<file path="config.mk">
export PLATFORM = sky130hd
export DESIGN_NAME = slssb_status_bank
export DESIGN_NICKNAME = d
export VERILOG_FILES = /design/src/slssb_pkg.sv /design/src/slssb_lane_fall.sv /design/src/slssb_irq_sticky.sv /design/src/slssb_status_bank.sv
export VERILOG_INCLUDE_DIRS = /design/src
export SDC_FILE = /design/constraint.sdc
export NUM_CORES = 1
export LEC_CHECK = 0
export ABC_AREA = 1
export BUFFER_PORTS_ARGS = -buffer_cell sky130_fd_sc_hd__buf_4
export CORE_MARGIN = 1
export CORE_UTILIZATION = 52
export DETAILED_ROUTE_END_ITERATION = 16
export PLACE_DENSITY = 0.85
export SLEW_MARGIN = 40
export SYNTH_ARGS = -nofsm -noshare
export SYNTH_HDL_FRONTEND = slang
export SYNTH_SLANG_ARGS = --single-unit
</file>
<file path="constraint.sdc">
create_clock -name clk -period 2.6 [get_ports clk]
set_input_delay 0.52 -clock clk [delete_from_list [all_inputs] [get_ports clk]]
set_output_delay 0.52 -clock clk [all_outputs]
set_load 0.03 [all_outputs]
</file>
<file path="src/slssb_defines.svh">
/*
 * Holds the register indices, field positions, reset values and widths of the
 * lane status bank as macros. It assumes that it is included by its bare name
 * and is used with the package slssb_pkg.
 */
`ifndef SLSSB_DEFINES_SVH
`define SLSSB_DEFINES_SVH

`define SLSSB_LANES 8
`define SLSSB_EVENTS 3
`define SLSSB_ADR_W 14
`define SLSSB_IDX_W 12
`define SLSSB_DAT_W 32
`define SLSSB_SEL_W 4

`define SLSSB_IDX_FRAMING 12'h471
`define SLSSB_IDX_CHECKSUM 12'h472
`define SLSSB_IDX_ALIGN 12'h473
`define SLSSB_IDX_CTRL 12'h480
`define SLSSB_IDX_IRQ_STATUS 12'h481
`define SLSSB_IDX_IRQ_CLEAR 12'h482
`define SLSSB_IDX_IRQ_ENABLE 12'h483

`define SLSSB_CTRL_SKIP_BIT 0
`define SLSSB_EVT_FRAMING_LOST 0
`define SLSSB_EVT_CHECKSUM_BAD 1
`define SLSSB_EVT_ALIGN_LOST 2

`define SLSSB_STATUS_RESET 8'h00
`define SLSSB_CTRL_RESET 1'b0
`define SLSSB_EVT_RESET 3'h0
`define SLSSB_WORD_ZERO 32'h00000000
`define SLSSB_PAD_ZERO 24'h000000
`define SLSSB_PAD_CTRL 31'h00000000
`define SLSSB_PAD_EVT 29'h00000000

`endif

</file>
<file path="src/slssb_pkg.sv">
/*
 * Types shared by the lane status bank: lane status carrier, bus request and
 * answer, and the state records of the bank, fall and interrupt modules. Assumes slssb_defines.svh.
 */
`default_nettype none
`include "slssb_defines.svh"

package slssb_pkg;

    typedef struct packed {
        logic [`SLSSB_LANES-1:0] framing;
        logic [`SLSSB_LANES-1:0] checksum;
        logic [`SLSSB_LANES-1:0] align;
    } slssb_lane_status_t;

    typedef struct packed {
        logic cyc;
        logic stb;
        logic we;
        logic [`SLSSB_SEL_W-1:0] sel;
        logic [`SLSSB_ADR_W-1:0] adr;
        logic [`SLSSB_DAT_W-1:0] dat;
    } slssb_wb_req_t;

    typedef struct packed {
        logic ack;
        logic [`SLSSB_DAT_W-1:0] dat;
    } slssb_wb_rsp_t;

    typedef struct packed {
        slssb_lane_status_t lanes;
        logic skip;
        logic ack;
        logic [`SLSSB_DAT_W-1:0] rdata;
    } slssb_bank_state_t;

    typedef struct packed {
        logic [`SLSSB_LANES-1:0] prev;
    } slssb_fall_state_t;

    typedef struct packed {
        logic [`SLSSB_EVENTS-1:0] status;
        logic [`SLSSB_EVENTS-1:0] enable;
    } slssb_irq_state_t;

endpackage : slssb_pkg
`default_nettype wire

</file>
<file path="src/slssb_lane_fall.sv">
/*
 * Detects any lane of a status vector dropping from 1 to 0 and gives a one
 * cycle pulse. Assumes its input is already on clk.
 */
`timescale 1ns/100ps
`default_nettype none
`include "slssb_defines.svh"

module slssb_lane_fall (
    // Clock and reset
    input wire logic clk,
    input wire logic resetn,
    // Lane vector and gating
    input wire logic [`SLSSB_LANES-1:0] lanes,
    input wire logic arm,
    // Event
    output logic fell
);

    slssb_pkg::slssb_fall_state_t stateQ;
    slssb_pkg::slssb_fall_state_t stateD;

    always_comb begin
        stateD = stateQ;
        stateD.prev = lanes;
    end

    always_ff @(posedge clk or negedge resetn) begin
        if (!resetn) begin
            stateQ.prev <= `SLSSB_STATUS_RESET;
        end else begin
            stateQ <= stateD;
        end
    end

    // A lane that never locked cannot report a loss, hence the stored history.
    assign fell = arm && |(stateQ.prev & ~lanes);
endmodule : slssb_lane_fall
`default_nettype wire

</file>
<file path="src/slssb_irq_sticky.sv">
/*
 * Sticky event flags with a write-one-to-clear port, an enable register and a
 * level interrupt. Assumes write strobes are one-cycle pulses on clk.
 */
`timescale 1ns/100ps
`default_nettype none
`include "slssb_defines.svh"

module slssb_irq_sticky (
    // Clock and reset
    input wire logic clk,
    input wire logic resetn,
    // Events
    input wire logic [`SLSSB_EVENTS-1:0] events,
    // Software access
    input wire logic clearWrite,
    input wire logic enableWrite,
    input wire logic [`SLSSB_EVENTS-1:0] writeData,
    // State and interrupt
    output logic [`SLSSB_EVENTS-1:0] status,
    output logic [`SLSSB_EVENTS-1:0] enable,
    output logic irq
);

    slssb_pkg::slssb_irq_state_t stateQ;
    slssb_pkg::slssb_irq_state_t stateD;

    always_comb begin
        stateD = stateQ;
        // Setting is applied after clearing so an event in the clear cycle survives.
        if (clearWrite) begin
            stateD.status = stateQ.status & ~writeData;
        end
        stateD.status = stateD.status | events;
        if (enableWrite) begin
            stateD.enable = writeData;
        end
    end

    always_ff @(posedge clk or negedge resetn) begin
        if (!resetn) begin
            stateQ.status <= `SLSSB_EVT_RESET;
            stateQ.enable <= `SLSSB_EVT_RESET;
        end else begin
            stateQ <= stateD;
        end
    end

    assign status = stateQ.status;
    assign enable = stateQ.enable;
    assign irq = |(stateQ.status & stateQ.enable);
endmodule : slssb_irq_sticky
`default_nettype wire

</file>
<file path="src/slssb_status_bank.sv">
/*
 * Per-lane status bank of the serial receiver: framing lock, configuration
 * checksum and alignment sequence bits, a control register and interrupt
 * flags, all on a classic Wishbone slave with 32-bit data. Assumes lane
 * status arrives from receiver logic on clk and that the master holds its
 * request until it sees ack.
 */
// The implementer's own choice: the Wishbone slave port.
`timescale 1ns/100ps
`default_nettype none
`include "slssb_defines.svh"

module slssb_status_bank (
    // Clock and reset
    input wire logic clk,
    input wire logic resetn,
    // Wishbone slave
    input wire slssb_pkg::slssb_wb_req_t wbReq,
    output slssb_pkg::slssb_wb_rsp_t wbRsp,
    // Lane state from the receiver core
    input wire slssb_pkg::slssb_lane_status_t laneStatus,
    // Control out and interrupt
    output logic skipAlignmentSequence,
    output logic irq
);

    slssb_pkg::slssb_bank_state_t stateQ;
    slssb_pkg::slssb_bank_state_t stateD;

    logic [`SLSSB_IDX_W-1:0] regIndex;
    logic accept;
    logic [`SLSSB_DAT_W-1:0] readWord;
    wire logic [`SLSSB_EVENTS-1:0] events;
    logic [`SLSSB_EVENTS-1:0] irqStatus;
    logic [`SLSSB_EVENTS-1:0] irqEnable;
    logic clearWrite;
    logic enableWrite;

    assign regIndex = wbReq.adr[`SLSSB_ADR_W-1:2];
    // Ack is registered, so a request is taken only while no ack is out.
    assign accept = wbReq.cyc && wbReq.stb && !stateQ.ack;
    assign clearWrite = accept && wbReq.we && wbReq.sel[0]
        && regIndex == `SLSSB_IDX_IRQ_CLEAR;
    assign enableWrite = accept && wbReq.we && wbReq.sel[0]
        && regIndex == `SLSSB_IDX_IRQ_ENABLE;

    // Lane n is bit n in every status word.
    always_comb begin
        case (regIndex)
            `SLSSB_IDX_FRAMING: begin
                readWord = {`SLSSB_PAD_ZERO, stateQ.lanes.framing};
            end
            `SLSSB_IDX_CHECKSUM: begin
                readWord = {`SLSSB_PAD_ZERO, stateQ.lanes.checksum};
            end
            `SLSSB_IDX_ALIGN: begin
                readWord = {`SLSSB_PAD_ZERO, stateQ.lanes.align};
            end
            `SLSSB_IDX_CTRL: begin
                readWord = {`SLSSB_PAD_CTRL, stateQ.skip};
            end
            `SLSSB_IDX_IRQ_STATUS: begin
                readWord = {`SLSSB_PAD_EVT, irqStatus};
            end
            `SLSSB_IDX_IRQ_ENABLE: begin
                readWord = {`SLSSB_PAD_EVT, irqEnable};
            end
            default: begin
                readWord = `SLSSB_WORD_ZERO;
            end
        endcase
    end

    always_comb begin
        stateD = stateQ;
        // The bank mirrors the live lane state each cycle; nothing latches.
        stateD.lanes = laneStatus;
        stateD.ack = 1'b0;
        if (accept) begin
            stateD.ack = 1'b1;
            if (wbReq.we) begin
                // Writes to the three status words fall through here unused.
                if (regIndex == `SLSSB_IDX_CTRL && wbReq.sel[0]) begin
                    stateD.skip = wbReq.dat[`SLSSB_CTRL_SKIP_BIT];
                end
            end else begin
                stateD.rdata = readWord;
            end
        end
    end

    always_ff @(posedge clk or negedge resetn) begin
        if (!resetn) begin
            stateQ.lanes.framing <= `SLSSB_STATUS_RESET;
            stateQ.lanes.checksum <= `SLSSB_STATUS_RESET;
            stateQ.lanes.align <= `SLSSB_STATUS_RESET;
            stateQ.skip <= `SLSSB_CTRL_RESET;
            stateQ.ack <= 1'b0;
            stateQ.rdata <= `SLSSB_WORD_ZERO;
        end else begin
            stateQ <= stateD;
        end
    end

    assign wbRsp.ack = stateQ.ack;
    assign wbRsp.dat = stateQ.rdata;
    assign skipAlignmentSequence = stateQ.skip;

    // Loss events are meaningless with the sequence skipped, so they are held off.
    slssb_lane_fall u_fall_framing (
        .clk(clk),
        .resetn(resetn),
        .lanes(stateQ.lanes.framing),
        .arm(!stateQ.skip),
        .fell(events[`SLSSB_EVT_FRAMING_LOST])
    );

    slssb_lane_fall u_fall_checksum (
        .clk(clk),
        .resetn(resetn),
        .lanes(stateQ.lanes.checksum),
        .arm(!stateQ.skip),
        .fell(events[`SLSSB_EVT_CHECKSUM_BAD])
    );

    slssb_lane_fall u_fall_align (
        .clk(clk),
        .resetn(resetn),
        .lanes(stateQ.lanes.align),
        .arm(!stateQ.skip),
        .fell(events[`SLSSB_EVT_ALIGN_LOST])
    );

    slssb_irq_sticky u_irq (
        .clk(clk),
        .resetn(resetn),
        .events(events),
        .clearWrite(clearWrite),
        .enableWrite(enableWrite),
        .writeData(wbReq.dat[`SLSSB_EVENTS-1:0]),
        .status(irqStatus),
        .enable(irqEnable),
        .irq(irq)
    );
endmodule : slssb_status_bank
`default_nettype wire

</file>
==> impl_metrics.ini <==
[outcome]
status = finished clean

[critical_path]
crit_type = reg -> out
end_kind = output pin
startpoint = u_irq.status[0]$_DFF_PN0_
start_kind = flip-flop
r2r_start = wbRsp[32]$_DFF_PN0_
worst_ep_required_time_ps = 2080
worstPathArrival_ps = 1060
path_max_fanout = 3

[die]
die_w_um = 75.8
floorplan.initialDensity_pct = 54.8
core_area_um2 = 5170
dieArea_um2 = 5750
rows = 26
num_io_pins = 114
die_h_um = 75.8

[cts]
cts_sinks = 64
cts_tree = yes
cts_resized = 0
insertion_delay_ps = 340
root_buffer = clkbuf_8
cts_buffers = 9
clkTransAtPathRegs_ps = 70
htreeDepth = 3
post-cts-setup-buffers = 0
cts_buffer_depth = 2
postCtsHoldBufs = 0

[yosys]
synthDistinctLibCells = 24
synthTopCellsByArea = dfrtp_1, buf_4, nand2_1
avgSynthCellArea_um2 = 9.67
yosysSeqAreaShare_pct = 56.5
synthArstFlopShare_pct = 100
synth_edf_count = 0
synthFlopType = dfrtp_1
synth_top_cell_by_area = dfrtp_1
synth_top_area_share_pct = 56.5
ys_ff_latch = 64
synth.most_common_cell = dfrtp_1
yosysWarnings = 0
synth_cells = 293
syn_area_um2 = 2830
synth_common_cells = dfrtp_1, nand2_1, inv_1

[placement]
dp.cells = 407
hpwl_um = 3560
dp_slack_ps = 984
gp_congestion = 0.865
portBuffers = 55

[sta]
max_slew_margin_pct = 64.7
finalMaxSlewViolations = 0
fin_crit_ps = 1580
worst_slack_ps = 1020
hold_violations = 0
tns_ps = 0
skew_ps = 7.10
rsz0062_at_grt = no
period_share_pct = 60.9
fmax_mhz = 632
holdWs_ps = 145
finalSetupViolCount = 0
tightest_slew_ps = 529

[worst_hold_path]
holdCritPathClass = in -> async

[grt]
grt_pass1_vias = 1772
overflow = 0
grt_use_total_pct = 18.9
antenna_found_initial = 0
grt_pass1_wl_um = 7750
grt_max_degree = 65

[finish]
antenna_cells = 0
fillers = 383
layout.nets = 427
final-instance-count-excl-fill = 422
area_growth_syn_to_layout_pct = 18.3
drive_gt1_share_pct = 27.8

[routing]
routed_wirelength_um = 4770
drtPass1Iterations = 4
ant_nets = 0
avgRoutedWirePerCell_um = 11.3
drtIter0Drc = 81
vias_per_cell = 4.68
num_vias = 1973
route.detailed.drc = 0

[flow_run]
drv_cap = 0

[power]
total_power_mw = 2.07
leakagePower_nw = 1.79
power_density_nw_per_um2 = 617
vdd.ir_drop.worst_v = 0.000504
-- final cells by class --
cell class | count | area (µm²) | share of cell area (%)
Sequential cell | 64 | 1600 | 47.8
Multi-Input combinational cell | 174 | 893 | 26.7
Timing Repair Buffer | 55 | 417 | 12.4
Inverter | 44 | 165 | 4.93
Clock buffer | 12 | 145 | 4.33
Tap cell | 70 | 87.6 | 2.61
Clock inverter | 3 | 42.5 | 1.27
-- where the power goes --
part | internal, mW | switching [mW]
sequential | 1.04 | 0.0235
combinational | 0.0712 | 0.131
clock | 0.462 | 0.342
total | 1.57 | 0.497
-- path summary, 6_finish.rpt --
kind,cells after the start,to,slack [ps]
max in group asynchronous,1,u_fall_framing.stateQ[0]$_DFF_PN0_,2090
worst max register to register,6,u_irq.status[0]$_DFF_PN0_,1300
worst min-delay path,1,stateQ[54]$_DFF_PN0_,140
min in group clk,1,stateQ[54]$_DFF_PN0_,280
worst max-delay path,3,irq,1020
worst min register to register,0,u_fall_framing.stateQ[0]$_DFF_PN0_,410
-- metrics by stage --
stage | cell area, µm² | utilization [%]
final | 3350 | 64.8
after floorplan | 2920 | -
after global placement | 3160 | 61.1
after global routing | 3350 | 64.8
after detailed placement | 3160 | 61.1
after CTS | 3350 | 64.7
-- kinds of logic after synthesis --
| family | share of synthesized area [%] |
|---|---|
| flip-flops | 56.5 |
| other | 0.132 |
| AO/OA/AOI/OAI | 4.59 |
| buffers and inverters | 15.0 |
| AND/OR/NAND/NOR | 23.8 |
-- layer usage --
metal | GRT usage (%) | vias up | routed length (µm)
met4 | 9.88 | 0 | 95
met2 | 29.3 | 84 | 2230
li1 | - | 967 | -
met3 | 6.35 | 11 | 395
met1 | 23.7 | 911 | 2050
met5 | 0 | - | 0
-- state kept, by name, indices dropped and copies added, names as in the netlist --
register,flops
skipAlignmentSequence,1
u_fall_checksum.stateQ,8
stateQ,24
u_fall_framing.stateQ,8
u_irq.enable,3
wbRsp,9
u_irq.status,3
u_fall_align.stateQ,8
-- worst max-delay path, cell delays in order, from the launching register on --
cell and delay [ps]:
dfrtp_1 410, nand2_1 80, nand3_1 70, buf_4 170
-- cell usage in the layout (no fill, tap or decap), drive strengths merged --
| master | n |
|---|---|
| o22ai | 12 |
| bufinv | 1 |
| nor2 | 27 |
| a21oi | 1 |
| clkinvlp | 1 |
| nand2 | 71 |
| conb | 24 |
| nand4 | 7 |
| nand3 | 20 |
| inv | 44 |
| o21bai | 2 |
| buf | 55 |
| o21ai | 7 |
| nor3 | 3 |
| clkinv | 1 |
| clkbuf | 12 |
| dfrtp | 64 |
Power figures use the tool's default switching activity.
